===== config.mk =====
export PLATFORM = sky130hd
export DESIGN_NAME = ebi_bus_cycle
export DESIGN_NICKNAME = d
export VERILOG_FILES = /design/src/rtl/ebi_pkg.sv /design/src/rtl/ebi_sync.sv /design/src/rtl/ebi_req_fifo.sv /design/src/rtl/ebi_bus_cycle.sv
export SDC_FILE = /design/constraint.sdc
export NUM_CORES = 2
export LEC_CHECK = 0
export BUFFER_PORTS_ARGS = -buffer_cell sky130_fd_sc_hd__buf_2
export CAP_MARGIN = 30
export CORE_MARGIN = 10
export CORE_UTILIZATION = 60
export DETAILED_ROUTE_END_ITERATION = 10
export GPL_ROUTABILITY_DRIVEN = 1
export PLACE_DENSITY_LB_ADDON = 0.15
export SYNTH_ARGS = -nofsm -noshare
export SYNTH_HDL_FRONTEND = slang
export SYNTH_SLANG_ARGS = --single-unit

===== constraint.sdc =====
create_clock -name i_clk -period 11.8 [get_ports i_clk]
set_clock_uncertainty 0.05 [all_clocks]
set_input_delay 1.18 -clock i_clk [delete_from_list [all_inputs] [get_ports i_clk]]
set_output_delay 1.18 -clock i_clk [all_outputs]
set_load 0.03 [all_outputs]

===== src/rtl/ebi_pkg.sv =====
// Shared constants and types for the external bus cycle sizing block
package ebi_pkg;
  // Widths of the internal request and of the external pins
  localparam int ADDR_W = 20;
  localparam int PIN_ADDR_W = 24;
  localparam int DATA_W = 16;
  localparam int OPND_W = 32;
  localparam int FIFO_DEPTH = 32;
  // Request word layout inside the buffer
  localparam int REQ_WDATA_LSB = 0;
  localparam int REQ_ADDR_LSB = 32;
  localparam int REQ_SIZE_LSB = 52;
  localparam int REQ_IACK_BIT = 54;
  localparam int REQ_WR_BIT = 55;
  localparam int REQ_W = 56;
  // Synchronised pin vector layout
  localparam int PIN_AUTO_VECTOR_REQ_BIT = 0;
  localparam int PIN_STOP_BIT = 1;
  localparam int PIN_FAULT_BIT = 2;
  localparam int PIN_ACK_LSB = 3;
  localparam int PIN_DATA_LSB = 5;
  localparam int SYNC_W = 21;
  localparam logic [SYNC_W-1:0] SYNC_RST = 21'h1FFFFF;
  // Operand size of an internal request
  typedef enum logic [1:0] {
    OP_LONG = 2'b00,
    OP_BYTE = 2'b01,
    OP_WORD = 2'b10
  } op_size_t;
  // Size code driven on the pins
  localparam logic [1:0] SIZ_LONG = 2'h0;
  localparam logic [1:0] SIZ_BYTE = 2'h1;
  localparam logic [1:0] SIZ_WORD = 2'h2;
  localparam logic [1:0] SIZ_3BYTE = 2'h3;
  // Termination acknowledge pin pairs {hi, lo}
  localparam logic [1:0] ACK_WAIT = 2'h3;
  localparam logic [1:0] ACK_PORT8 = 2'h2;
  localparam logic [1:0] ACK_PORT16 = 2'h1;
  // Operand byte counts
  localparam logic [2:0] CNT_BYTE = 3'h1;
  localparam logic [2:0] CNT_WORD = 3'h2;
  localparam logic [2:0] CNT_THREE = 3'h3;
  localparam logic [2:0] CNT_LONG = 3'h4;
  // Bus cycle states, each one half bus clock long except ST_IDLE and ST_WAIT, which can hold for many
  typedef enum logic [2:0] {
    ST_IDLE = 3'b000,
    ST_ADDR = 3'b001,
    ST_ASRT = 3'b010,
    ST_WDAT = 3'b011,
    ST_WAIT = 3'b100,
    ST_END = 3'b101
  } bus_state_t;
endpackage : ebi_pkg


===== src/rtl/ebi_sync.sv =====
// Two-stage synchroniser for the asynchronous bus inputs
`timescale 1ns/10ps
`default_nettype none
module ebi_sync #(
  parameter int WIDTH = 21,
  parameter logic [WIDTH-1:0] RST_VAL = '1
) (
  input wire logic i_clk, // System clock
  input wire logic i_rst_n, // Asynchronous reset, active low
  input wire logic [WIDTH-1:0] i_async, // Raw pin levels
  output logic [WIDTH-1:0] o_sync // Synchronised levels
);
  logic [WIDTH-1:0] meta_r;

  // First stage feeds only the second stage
  always_ff @(posedge i_clk or negedge i_rst_n) begin
    if (!i_rst_n) begin
      meta_r <= RST_VAL;
      o_sync <= RST_VAL;
    end else begin
      meta_r <= i_async;
      o_sync <= meta_r;
    end
  end
endmodule : ebi_sync
`default_nettype wire


===== src/rtl/ebi_req_fifo.sv =====
// Request FIFO with registered head word
`timescale 1ns/10ps
`default_nettype none
module ebi_req_fifo #(
  parameter int WIDTH = 56,
  parameter int DEPTH = 32
) (
  input wire logic i_clk, // System clock
  input wire logic i_rst_n, // Asynchronous reset, active low
  input wire logic i_valid, // Write side valid
  output logic o_ready, // Write side ready, low when full
  input wire logic [WIDTH-1:0] i_data, // Write data
  output logic o_valid, // Read side valid, high when not empty
  input wire logic i_ready, // Read side ready
  output logic [WIDTH-1:0] o_data // Head word, from a register
);
  localparam int AW = $clog2(DEPTH);
  localparam logic [AW:0] FULL_CNT = (AW+1)'(DEPTH);
  logic [WIDTH-1:0] mem [DEPTH];
  logic [AW-1:0] wr_ptr_r;
  logic [AW-1:0] rd_ptr_r;
  logic [AW-1:0] rd_ptr_nxt;
  logic [AW:0] count_r;
  logic push;
  logic pop;

  // Handshake terms
  assign o_ready = (count_r != FULL_CNT);
  assign o_valid = (count_r != '0);
  assign push = i_valid && o_ready;
  assign pop = o_valid && i_ready;
  assign rd_ptr_nxt = pop ? rd_ptr_r + 1'b1 : rd_ptr_r;

  // Storage array
  always_ff @(posedge i_clk) begin
    if (push) begin
      mem[wr_ptr_r] <= i_data;
    end
  end

  // Head register always mirrors the slot at the read pointer
  always_ff @(posedge i_clk or negedge i_rst_n) begin
    if (!i_rst_n) begin
      o_data <= '0;
    end else if (push && (wr_ptr_r == rd_ptr_nxt)) begin
      o_data <= i_data;
    end else begin
      o_data <= mem[rd_ptr_nxt];
    end
  end

  // Pointers and fill count
  always_ff @(posedge i_clk or negedge i_rst_n) begin
    if (!i_rst_n) begin
      wr_ptr_r <= '0;
      rd_ptr_r <= '0;
      count_r <= '0;
    end else begin
      rd_ptr_r <= rd_ptr_nxt;
      if (push) begin
        wr_ptr_r <= wr_ptr_r + 1'b1;
      end
      if (push && !pop) begin
        count_r <= count_r + 1'b1;
      end else if (pop && !push) begin
        count_r <= count_r - 1'b1;
      end
    end
  end
endmodule : ebi_req_fifo
`default_nettype wire


===== src/rtl/ebi_bus_cycle.sv =====
// External bus cycle engine with dynamic 8/16-bit port sizing
//
// Behaviour
// - Address strobe asserts one half bus clock after the cycle starts.
// - Read data is captured on the final edge of the cycle.
// - Write cycles drive all sixteen data lines.
// - Write data appears one half clock after address strobe.
// - Read cycles assert data strobe together with address strobe.
// - Write cycles assert data strobe one full clock after address strobe.
// - Acknowledge pair: 11 wait, 10 port8, 01 port16, 00 reserved.
// - Bus fault ends the cycle as failed, with or without acknowledges.
// - Bus fault with stop request raises the bus error exception.
// - Autovector ends only interrupt acknowledge cycles; ignored elsewhere.
// - Word operations start assuming a 16-bit port, moving maximum data.
// - Even long words take two cycles on 16-bit ports; odd ones, and all on 8-bit ports, take four.
// - Size code gives bytes still to move in the current segment.
// - Address gives part base and byte offset; bits 23..20 copy 19.
// - Misaligned long words split into two misaligned word transfers.
// - Byte lane choice by address; byte copied onto the other lane.
// - Word lane placement depends on alignment and port width.
// - Three-byte code appears only in long word to 8-bit port.
// - Read cycles discard the duplicate byte on the unused lane.
// - Size codes: byte 01, word 10, three 11, long 00; held with strobe.
// - Direction changes only at cycle start and holds with strobe.
`timescale 1ns/10ps
`default_nettype none
module ebi_bus_cycle (
  input wire logic i_clk, // System clock, 50 MHz
  input wire logic i_rst_n, // Asynchronous reset, active low
  input wire logic i_req_valid, // Request valid
  output logic o_req_ready, // Request accepted into buffer
  input wire logic i_req_write, // Request is a write
  input wire logic i_req_iack, // Request is an interrupt acknowledge
  input wire ebi_pkg::op_size_t i_req_size, // Operand size
  input wire logic [ebi_pkg::ADDR_W-1:0] i_req_addr, // Operand address
  input wire logic [ebi_pkg::OPND_W-1:0] i_req_wdata, // Right-aligned data
  output logic o_rsp_valid, // One-cycle completion pulse
  output logic [ebi_pkg::OPND_W-1:0] o_rsp_data, // Right-aligned read data
  output logic o_rsp_fault, // Operation ended by bus fault
  output logic o_rsp_exception, // Bus error exception taken
  output logic o_rsp_autovec, // Vector to be made internally
  output logic [ebi_pkg::PIN_ADDR_W-1:0] o_addr, // Address pins
  output logic o_xfer_size_hi, // Size code high pin
  output logic o_xfer_size_lo, // Size code low pin
  output logic o_dir_write_n, // High read, low write
  output logic o_addr_strobe_n, // Address strobe, active low
  output logic o_data_strobe_n, // Data strobe, active low
  output logic [ebi_pkg::DATA_W-1:0] o_data_out, // Data pins out
  output logic o_data_oe, // Data pins driven when high
  input wire logic [ebi_pkg::DATA_W-1:0] i_data_in, // Data pins in
  input wire logic i_ack_width_hi, // Acknowledge high pin level
  input wire logic i_ack_width_lo, // Acknowledge low pin level
  input wire logic i_bus_fault_in_n, // Bus fault, active low
  input wire logic i_stop_request_n, // Stop request, active low
  input wire logic i_auto_vector_req_n // Autovector, active low
);
  import ebi_pkg::*;

  bus_state_t state_r;
  logic [SYNC_W-1:0] pins_s;
  logic [DATA_W-1:0] s_data;
  logic [1:0] s_ack;
  logic [REQ_W-1:0] q_data;
  logic q_valid;
  logic q_ready;
  op_size_t q_size;
  logic op_wr_r;
  logic op_iack_r;
  op_size_t op_size_r;
  logic [ADDR_W-1:0] addr_r;
  logic [2:0] ntot_r;
  logic [2:0] tot_r;
  logic [2:0] seg_r;
  logic [OPND_W-1:0] wbuf_r;
  logic [OPND_W-1:0] rbuf_r;
  logic [1:0] siz_r;
  logic fault_r;
  logic exc_r;
  logic auto_vector_req_r;
  logic [2:0] k;
  logic [1:0] pk;
  logic [1:0] pk1;
  logic two_ok;
  logic port8;
  logic port16;
  logic ack_ok;
  logic fault;
  logic auto_vector_req_ok;
  logic term;
  logic good;
  logic [2:0] moved;
  logic [2:0] seg_left;
  logic [7:0] wr_hi;
  logic [7:0] wr_lo;

  // Byte position from the LSB of operand byte idx, byte 0 most significant
  function automatic logic [1:0] bpos(input logic [2:0] n,
                                      input logic [2:0] idx);
    logic [2:0] p;
    p = n - 3'h1 - idx;
    return p[1:0];
  endfunction : bpos

  // Size code from bytes left in the current segment
  function automatic logic [1:0] siz_code(input logic [2:0] n);
    logic [1:0] c;
    c = SIZ_LONG;
    if (n == CNT_BYTE) c = SIZ_BYTE;
    if (n == CNT_WORD) c = SIZ_WORD;
    if (n == CNT_THREE) c = SIZ_3BYTE;
    return c;
  endfunction : siz_code

  // Termination and data pins pass two flops before any decode
  ebi_sync #(.WIDTH(SYNC_W), .RST_VAL(SYNC_RST)) u_sync (
    .i_clk(i_clk),
    .i_rst_n(i_rst_n),
    .i_async({i_data_in, i_ack_width_hi, i_ack_width_lo, i_bus_fault_in_n,
              i_stop_request_n, i_auto_vector_req_n}),
    .o_sync(pins_s)
  );
  assign s_data = pins_s[PIN_DATA_LSB +: DATA_W];
  assign s_ack = pins_s[PIN_ACK_LSB +: 2];

  // Request buffer; engine drains it only when idle
  ebi_req_fifo #(.WIDTH(REQ_W), .DEPTH(FIFO_DEPTH)) u_fifo (
    .i_clk(i_clk),
    .i_rst_n(i_rst_n),
    .i_valid(i_req_valid),
    .o_ready(o_req_ready),
    .i_data({i_req_write, i_req_iack, i_req_size, i_req_addr, i_req_wdata}),
    .o_valid(q_valid),
    .i_ready(q_ready),
    .o_data(q_data)
  );
  assign q_ready = (state_r == ST_IDLE);
  assign q_size = op_size_t'(q_data[REQ_SIZE_LSB +: 2]);

  // Lane selection and termination decode
  always_comb begin
    k = ntot_r - tot_r;
    pk = bpos(ntot_r, k);
    pk1 = pk - 2'h1;
    two_ok = !addr_r[0] && (seg_r >= CNT_WORD);
    wr_hi = wbuf_r[{pk, 3'b000} +: 8];
    wr_lo = two_ok ? wbuf_r[{pk1, 3'b000} +: 8] : wr_hi;
    port8 = (s_ack == ACK_PORT8);
    port16 = (s_ack == ACK_PORT16);
    ack_ok = port8 || port16;
    fault = !pins_s[PIN_FAULT_BIT];
    auto_vector_req_ok = op_iack_r && !pins_s[PIN_AUTO_VECTOR_REQ_BIT];
    term = (state_r == ST_WAIT) && (fault || ack_ok || auto_vector_req_ok);
    good = ack_ok && !fault && !auto_vector_req_ok;
    moved = (port16 && two_ok) ? CNT_WORD : CNT_BYTE;
    seg_left = seg_r - moved;
  end

  // Cycle sequencer
  always_ff @(posedge i_clk or negedge i_rst_n) begin
    if (!i_rst_n) begin
      state_r <= ST_IDLE;
    end else begin
      unique case (state_r)
        ST_IDLE: if (q_valid) state_r <= ST_ADDR;
        ST_ADDR: state_r <= ST_ASRT;
        ST_ASRT: state_r <= ST_WDAT;
        ST_WDAT: state_r <= ST_WAIT;
        ST_WAIT: if (term) state_r <= ST_END;
        ST_END: begin
          if (fault_r || auto_vector_req_r || (tot_r == '0)) begin
            state_r <= ST_IDLE;
          end else begin
            state_r <= ST_ADDR;
          end
        end
        default: state_r <= ST_IDLE;
      endcase
    end
  end

  // Operand bookkeeping: address, bytes left, segment left
  always_ff @(posedge i_clk or negedge i_rst_n) begin
    if (!i_rst_n) begin
      op_wr_r <= 1'b0;
      op_iack_r <= 1'b0;
      op_size_r <= OP_BYTE;
      addr_r <= '0;
      ntot_r <= CNT_BYTE;
      tot_r <= '0;
      seg_r <= CNT_BYTE;
      wbuf_r <= '0;
    end else if (state_r == ST_IDLE && q_valid) begin
      op_wr_r <= q_data[REQ_WR_BIT];
      op_iack_r <= q_data[REQ_IACK_BIT];
      op_size_r <= q_size;
      addr_r <= q_data[REQ_ADDR_LSB +: ADDR_W];
      wbuf_r <= q_data[REQ_WDATA_LSB +: OPND_W];
      unique case (q_size)
        OP_BYTE: begin
          ntot_r <= CNT_BYTE;
          tot_r <= CNT_BYTE;
          seg_r <= CNT_BYTE;
        end
        OP_WORD: begin
          ntot_r <= CNT_WORD;
          tot_r <= CNT_WORD;
          seg_r <= CNT_WORD;
        end
        OP_LONG: begin
          ntot_r <= CNT_LONG;
          tot_r <= CNT_LONG;
          // Odd long word runs as two word segments
          seg_r <= q_data[REQ_ADDR_LSB] ? CNT_WORD : CNT_LONG;
        end
        default: begin
          ntot_r <= CNT_BYTE;
          tot_r <= CNT_BYTE;
          seg_r <= CNT_BYTE;
        end
      endcase
    end else if (term && good) begin
      addr_r <= addr_r + ADDR_W'(moved);
      tot_r <= tot_r - moved;
      seg_r <= (seg_left == '0) ? CNT_WORD : seg_left;
    end
  end

  // Read capture from the lane the port uses
  always_ff @(posedge i_clk or negedge i_rst_n) begin
    if (!i_rst_n) begin
      rbuf_r <= '0;
    end else if (state_r == ST_IDLE && q_valid) begin
      rbuf_r <= '0;
    end else if (term && good && !op_wr_r) begin
      if (port8 || !addr_r[0]) begin
        rbuf_r[{pk, 3'b000} +: 8] <= s_data[15:8];
      end else begin
        rbuf_r[{pk, 3'b000} +: 8] <= s_data[7:0];
      end
      if (port16 && two_ok) begin
        rbuf_r[{pk1, 3'b000} +: 8] <= s_data[7:0];
      end
    end
  end

  // Pin address, size code and direction, loaded at cycle start
  always_ff @(posedge i_clk or negedge i_rst_n) begin
    if (!i_rst_n) begin
      o_addr <= '0;
      siz_r <= SIZ_BYTE;
      o_dir_write_n <= 1'b1;
    end else if (state_r == ST_ADDR) begin
      o_addr <= {{(PIN_ADDR_W-ADDR_W){addr_r[ADDR_W-1]}}, addr_r};
      siz_r <= siz_code(seg_r);
      o_dir_write_n <= !op_wr_r;
    end
  end
  assign o_xfer_size_hi = siz_r[1];
  assign o_xfer_size_lo = siz_r[0];

  // Strobes and write data drive
  always_ff @(posedge i_clk or negedge i_rst_n) begin
    if (!i_rst_n) begin
      o_addr_strobe_n <= 1'b1;
      o_data_strobe_n <= 1'b1;
      o_data_oe <= 1'b0;
      o_data_out <= '0;
    end else begin
      unique case (state_r)
        ST_ADDR: begin
          o_addr_strobe_n <= 1'b0;
          o_data_strobe_n <= op_wr_r;
        end
        ST_ASRT: begin
          if (op_wr_r) begin
            o_data_oe <= 1'b1;
            o_data_out <= {wr_hi, wr_lo};
          end
        end
        ST_WDAT: o_data_strobe_n <= 1'b0;
        ST_WAIT: begin
          if (term) begin
            o_addr_strobe_n <= 1'b1;
            o_data_strobe_n <= 1'b1;
            o_data_oe <= 1'b0;
          end
        end
        default: begin
          o_addr_strobe_n <= 1'b1;
          o_data_strobe_n <= 1'b1;
          o_data_oe <= 1'b0;
        end
      endcase
    end
  end

  // Outcome flags of the ending cycle
  always_ff @(posedge i_clk or negedge i_rst_n) begin
    if (!i_rst_n) begin
      fault_r <= 1'b0;
      exc_r <= 1'b0;
      auto_vector_req_r <= 1'b0;
    end else if (state_r == ST_IDLE) begin
      fault_r <= 1'b0;
      exc_r <= 1'b0;
      auto_vector_req_r <= 1'b0;
    end else if (term) begin
      fault_r <= fault;
      exc_r <= fault && !pins_s[PIN_STOP_BIT];
      auto_vector_req_r <= auto_vector_req_ok && !fault;
    end
  end

  // Completion report to the internal master
  always_ff @(posedge i_clk or negedge i_rst_n) begin
    if (!i_rst_n) begin
      o_rsp_valid <= 1'b0;
      o_rsp_data <= '0;
      o_rsp_fault <= 1'b0;
      o_rsp_exception <= 1'b0;
      o_rsp_autovec <= 1'b0;
    end else begin
      o_rsp_valid <= (state_r == ST_END) &&
                     (fault_r || auto_vector_req_r || (tot_r == '0));
      if (state_r == ST_END) begin
        o_rsp_data <= rbuf_r;
        o_rsp_fault <= fault_r;
        o_rsp_exception <= exc_r;
        o_rsp_autovec <= auto_vector_req_r;
      end
    end
  end
endmodule : ebi_bus_cycle
`default_nettype wire


==> After elaboration in Yosys (flattened, before gate mapping) <==
Memory sizes are Yosys's and may differ from the RTL's. A register that Yosys moved wholly into a read port is not among the register bits.
Cells that the tools add are included.
{ "word_totals": {"reg_bits": 236, "latch_bits": 0, "ramBits": 1792, "rom_bits": 0, "inputBits": 80, "memories": 1} }
{ "classes": {"add_sub_neg": 13, "n_mul": 0, "div": 0, "magnitude_cmp": 1, "n_eq_ne": 15, "shift": 7, "n_mux": 45, "bitwise": 3, "n_reduce_logical": 46} }
{ "memory_table": {"columns": ["memory", "depth", "word_bits", "read_ports", "rd_clocked_by_memory_dff", "wr", "line", "source"], "rows": [
  ["u_fifo.mem", 32, 56, 1, 1, 1, "ebi_req_fifo.sv:19", "logic [WIDTH-1:0] mem [DEPTH];"]
]} }
{ "op_table": {"columns": ["op", "count"], "rows": [
  ["$mux 32", 6],
  ["$bwmux 32", 3],
  ["$shiftx 8x7->32", 3],
  ["$shift 8x7->32 const A", 2],
  ["$shiftx 32x6->8", 2],
  ["$mux 20", 2],
  ["$mux 3", 8],
  ["$add 20x2->20", 1],
  ["$pmux 3 s6", 1],
  ["$logic_and 1x1->1", 15],
  ["$neg 5->7", 2],
  ["$mux 1", 13],
  ["$eq 3x2->1 const B", 4],
  ["$mux 6", 2],
  ["$pmux 3 s2", 2],
  ["$add 5x1->5 const B", 2],
  ["$logic_not 1->1", 9],
  ["$logic_not 3->1", 3],
  ["$mux 8", 1],
  ["$reduce_and 2->1", 4],
  ["$reduce_bool 2->1", 4],
  ["$add 6x1->6 const B", 1],
  ["$eq 3x1->1 const B", 2],
  ["$eq 3x3->1 const B", 2],
  ["20 further kinds", 36]
]} }

==> Depth between registers and ports, before layout <==
{ "logic_depth": {"word_depth": 13, "mapped_depth": 15} }

==> Modules after synthesis <==
From an unflattened synthesis, not the netlist that was laid out.
{ "hier_totals": {"hier_cells": 5905, "area_unflattened_um2": 84942.7} }
{ "by_module_without_submodules": {"columns": ["module", "instances", "cells_per_inst", "area_each_um2", "seq_area_each_um2"], "rows": [
  ["ebi_req_fifo", 1, 4899, 75043.2, 55613.3],
  ["ebi_bus_cycle", 1, 964, 8795.9, 4410.5],
  ["ebi_sync", 1, 42, 1103.6, 1103.6]
]} }

==> Worst setup path before layout <==
OpenSTA, ideal clock, no wires.
{ "synth_timing": {"path_kind": "input port to flip-flop", "start": "input i_req_valid", "end": "memory u_fifo.mem[23][0], enable pin", "arrival_ps": 4246, "slack_ps": 7034, "cell_stages": 5, "path_buffers": 2, "cell_sequence": "and2_1 clkbuf_1 nand2_1 clkbuf_1 nor2_1"} }
{ "synth_via": {"elab_chain_len": 3} }
{ "synth_rtl": {"columns": ["element", "line", "source"], "rows": [
  ["from (decl)", "ebi_bus_cycle.sv:30", "input wire logic i_req_valid,"],
  ["$logic_and 1x1->1", "ebi_req_fifo.sv:30", "assign push = i_valid && o_ready;"],
  ["net u_fifo.push", "ebi_req_fifo.sv:24", "logic push;"],
  ["$mux 1", "ebi_req_fifo.sv:36", "if (push) begin"],
  ["$mux 1 (not written as such)", "ebi_req_fifo.sv:37", "mem[wr_ptr_r] <= i_data;"],
  ["to (decl)", "ebi_req_fifo.sv:19", null]
]} }
The timed path passes the listed nets, and every way through them passes these cells.

==> Worst setup path in the final report <==
{ "layout_timing": {"start": "register u_fifo.rd_ptr_r[0]", "end": "register u_fifo.o_data[55] (read register of u_fifo.mem)"} }
{ "layout_via": {"elab_chain_len": 2} }
{ "layout_rtl": {"columns": ["element", "line", "source"], "rows": [
  ["from (decl)", "ebi_req_fifo.sv:21", "logic [AW-1:0] rd_ptr_r;"],
  ["from (signal assigned)", "ebi_req_fifo.sv:59", "rd_ptr_r <= rd_ptr_nxt;"],
  ["$add 5x1->5", "ebi_req_fifo.sv:32", "assign rd_ptr_nxt = pop ? rd_ptr_r + 1'b1 : rd_ptr_r;"],
  ["$mux 5 *", "ebi_req_fifo.sv:32", null],
  ["to (decl)", "ebi_req_fifo.sv:15", "output logic [WIDTH-1:0] o_data"]
]} }
Every way passes the cells marked *; elsewhere a longest branch is shown, timed or not.
A chain may end at the register's enable or synchronous reset.

==> impl_metrics.tcl <==
set metrics [dict create \
    grt_pass1_wl_um 404000 \
    hp-class "flip-flop to flip-flop" \
    maxSlewHeadroom 0.205 \
    grt_use_total 0.325 \
    rows 141 \
    rsz0062_at_grt "no" \
    finalSetupViolations 0 \
    vias 67400 \
    die_w_um 405 \
    fp.dieH_um 405 \
    syn_avg_cell_area_um2 12.9 \
    ys_warn_count 0 \
    cts_resized 0 \
    numPortBuffers 162 \
    grt_max_degree 219 \
    max_stage_delay_ps 1020 \
    post_cts_buffers 0 \
    die_area_um2 164000 \
    irDropWorstVdd_mv 0.268 \
    gp_congestion 0.846 \
    synth.area.top_cells "edfxtp_1 60%, o22ai_1 10%, dfrtp_1 6.8%" \
    syn_area_um2 89100 \
    yosys.area.top_type "edfxtp_1" \
    path_buf_inv 5 \
    finalHoldViolCount 0 \
    synth_ff_type "edfxtp_1" \
    power.density_nw_per_um2 278 \
    clk_pin_slew_ps 60 \
    drv_cap 0 \
    cpMostUsedCell "buf_4" \
    cts_tree "built" \
    synthTopCellsByCount "1792 x edfxtp_1, 1480 x o22ai_1, 551 x clkbuf_1, 414 x o21ai_0, 369 x nand2_1" \
    start_util 0.603 \
    wl_um 277000 \
    fin_ws_ps 5710 \
    root_buffer "clkbuf_16" \
    ys_types 68 \
    p_int_mw 16.2 \
    synth-edff-count 1792 \
    finalSetupTns_ps 0 \
    p_leak_nw 30.9 \
    p_comb_frac 0.418 \
    p_sw_frac 0.407 \
    clock_power_share 0.238 \
    num_io_pins 163 \
    r2r_start "u_fifo.rd_ptr_r[0]$_DFF_PN0_" \
    grt-ovfl-total 0 \
    syn_nets 6986 \
    critPathLaunch "u_fifo.rd_ptr_r[0]$_DFF_PN0_" \
    path_cells "buf_12 -> buf_12 -> buf_4 -> nand2b_4 -> buf_4 -> buf_4 -> o311ai_0 -> o211ai_1 -> o21ai_1" \
    synth_top_cell_area_share 0.604 \
    final_util 0.667 \
    async_flop_share 0.139 \
    status "finished clean" \
    critPathLaunchType "flip-flop" \
    ys_seq_elements 2082 \
    area_growth_pct 10.6 \
    min_from "u_sync.meta_r[20]$_DFF_PN1_" \
    cts_buffer_depth 3 \
    final_nets 6849 \
    end_kind "flip-flop" \
    initialDrtViolationCount 11400 \
    routedWlPerCell_um 31.2 \
    numClockSinks 2082 \
    path_class "flip-flop to flip-flop" \
    yosysSeqAreaShare 0.686 \
    worst_pin_slew_ps 1190 \
    dr.pass1.iters 9 \
    arrival_ps 6760 \
    p_seq_frac 0.344 \
    cts_hold_buf 0 \
    p_switching_mw 11.1 \
    drive_gt1_frac 0.115 \
    drc 0 \
    fmax_mhz 164 \
    vias_per_cell 7.60 \
    syn_inst 6882 \
    cpMaxStageDelayCell "dfrtp_4" \
    hpwl_um 143000 \
    maxSlewViolCount 0 \
    required_ps 12470 \
    dp_slack_ps 5940 \
    post-route-period-util 0.516 \
    synth.most_common_cell "edfxtp_1" \
    crit_family "buffers and inverters" \
    min_period_ps 6090 \
    worstPathMaxFanout 203 \
    cts_made_buffers 206 \
    clk_latency_ps 840 \
    antenna_left 0 \
    first_global_vias 63600 \
    core_um2 148000 \
    htree_levels 4 \
    antenna_found_initial 17 \
]
==> layout by cell type, fill, tap and decap left out, types with 78 or more instances in the layout <==
cell type / count
a21oi_1: 132
buf_2: 162
buf_4: 115
clkbuf_16: 217
dfrtp_1: 242
edfxtp_1: 1792
nand2_1: 366
nand3_1: 122
nand4_1: 114
nor2_1: 106
nor3_1: 78
o21ai_0: 414
o221ai_1: 286
o22ai_1: 1480
or3_1: 335
==> power groups by stage <==
stage | logic (mW) | registers (mW) | clock network, mW
6_report | 11.4 | 9.40 | 6.51
2_1_floorplan | 7.80 | 9.33 | 0
5_1_grt | 12.2 | 9.44 | 6.84
3_3_place_gp | 10.7 | 9.47 | 0
4_1_cts | 11.1 | 9.35 | 6.53
3_5_place_dp | 11.0 | 9.50 | 0
==> routing by layer <==
metal / track usage / up-vias / wire length, um
li1: - / 28200 / -
met1: 0.449 / 33300 / 102000
met2: 0.488 / 4949 / 123000
met3: 0.0796 / 921 / 38300
met4: 0.153 / 14 / 13300
met5: 0 / - / 92
==> cell families (layout without fill, tap and decap cells) <==
kind of cell	after synthesis	count (layout)	synth area share
AO/OA/AOI/OAI	2717	2717	0.198
XOR/XNOR	30	30	0.00312
adder cells (fa/ha/maj)	24	24	0.00362
buffers and inverters	711	755	0.0311
flip-flops	2082	2082	0.686
multiplexers	40	40	0.00483
other	0	11	0
AND/OR/NAND/NOR	1278	1278	0.0733
==> path summary, 6_finish.rpt <==
| check | endpoint | slack, ps | cells after the start |
|---|---|---|---|
| min in group asynchronous | o_rsp_data[12]$_DFFE_PN0P_ | 390 | 1 |
| max | u_fifo.o_data[55]$_DFF_PN0_ | 5710 | 9 |
| min | u_sync.o_sync[20]$_DFF_PN1_ | 300 | 0 |
| min reg2reg | u_sync.o_sync[20]$_DFF_PN1_ | 300 | 0 |
| max in group asynchronous | o_dir_write_n$_DFFE_PN1P_ | 9280 | 4 |
| max reg2reg | u_fifo.o_data[55]$_DFF_PN0_ | 5710 | 9 |
==> metrics by stage <==
| stage | hold WS [ps] | instance area, um2 | total power, mW | std cells |
|---|---|---|---|---|
| finish | 304 | 98500 | 27.3 | 8867 |
| global route | 309 | 98500 | 28.5 | 8860 |
| CTS | 305 | 98400 | 27.0 | 8853 |
| detailed placement | 297 | 91700 | 20.5 | 8464 |
| global placement | 297 | 91200 | 20.2 | 8438 |
| floorplan | 295 | 89100 | 17.1 | 6882 |
==> sequential cells by signal (all words and copies together), names as in the netlist, 2 cells and up <==
name and cells:
o_data_out 16, tot_r 3, u_sync.o_sync 21, u_fifo.rd_ptr_r 5
u_fifo.count_r 6, o_rsp_data 32, u_fifo.wr_ptr_r 5, wbuf_r 32
siz_r 2, addr_r 20, u_fifo.o_data 56, o_addr 20
u_sync.meta_r 21, u_fifo.mem 1792, seg_r 3, rbuf_r 32
state_r 3
==> area by class of cell <==
| type | count | area, um2 |
|---|---|---|
| flip-flops and latches | 2082 | 61100 |
| fillers | 10200 | 49100 |
| multi-input cells | 4089 | 25600 |
| clock buffers | 295 | 5910 |
| repair buffers | 313 | 2490 |
| well taps | 1930 | 2410 |
| clock inverters | 94 | 785 |
| inverters | 53 | 201 |
| diodes | 11 | 27.5 |
==> worst reg2reg max path: cells and delay by family, from the launching register on <==
family | cells | cell delay, ps
DFF | 1 | 1020
and+or+nand+nor | 1 | 520
AOI/OAI and AO/OA | 3 | 780
buffers and inverters | 5 | 3600
(Power assumes the default switching activity.)
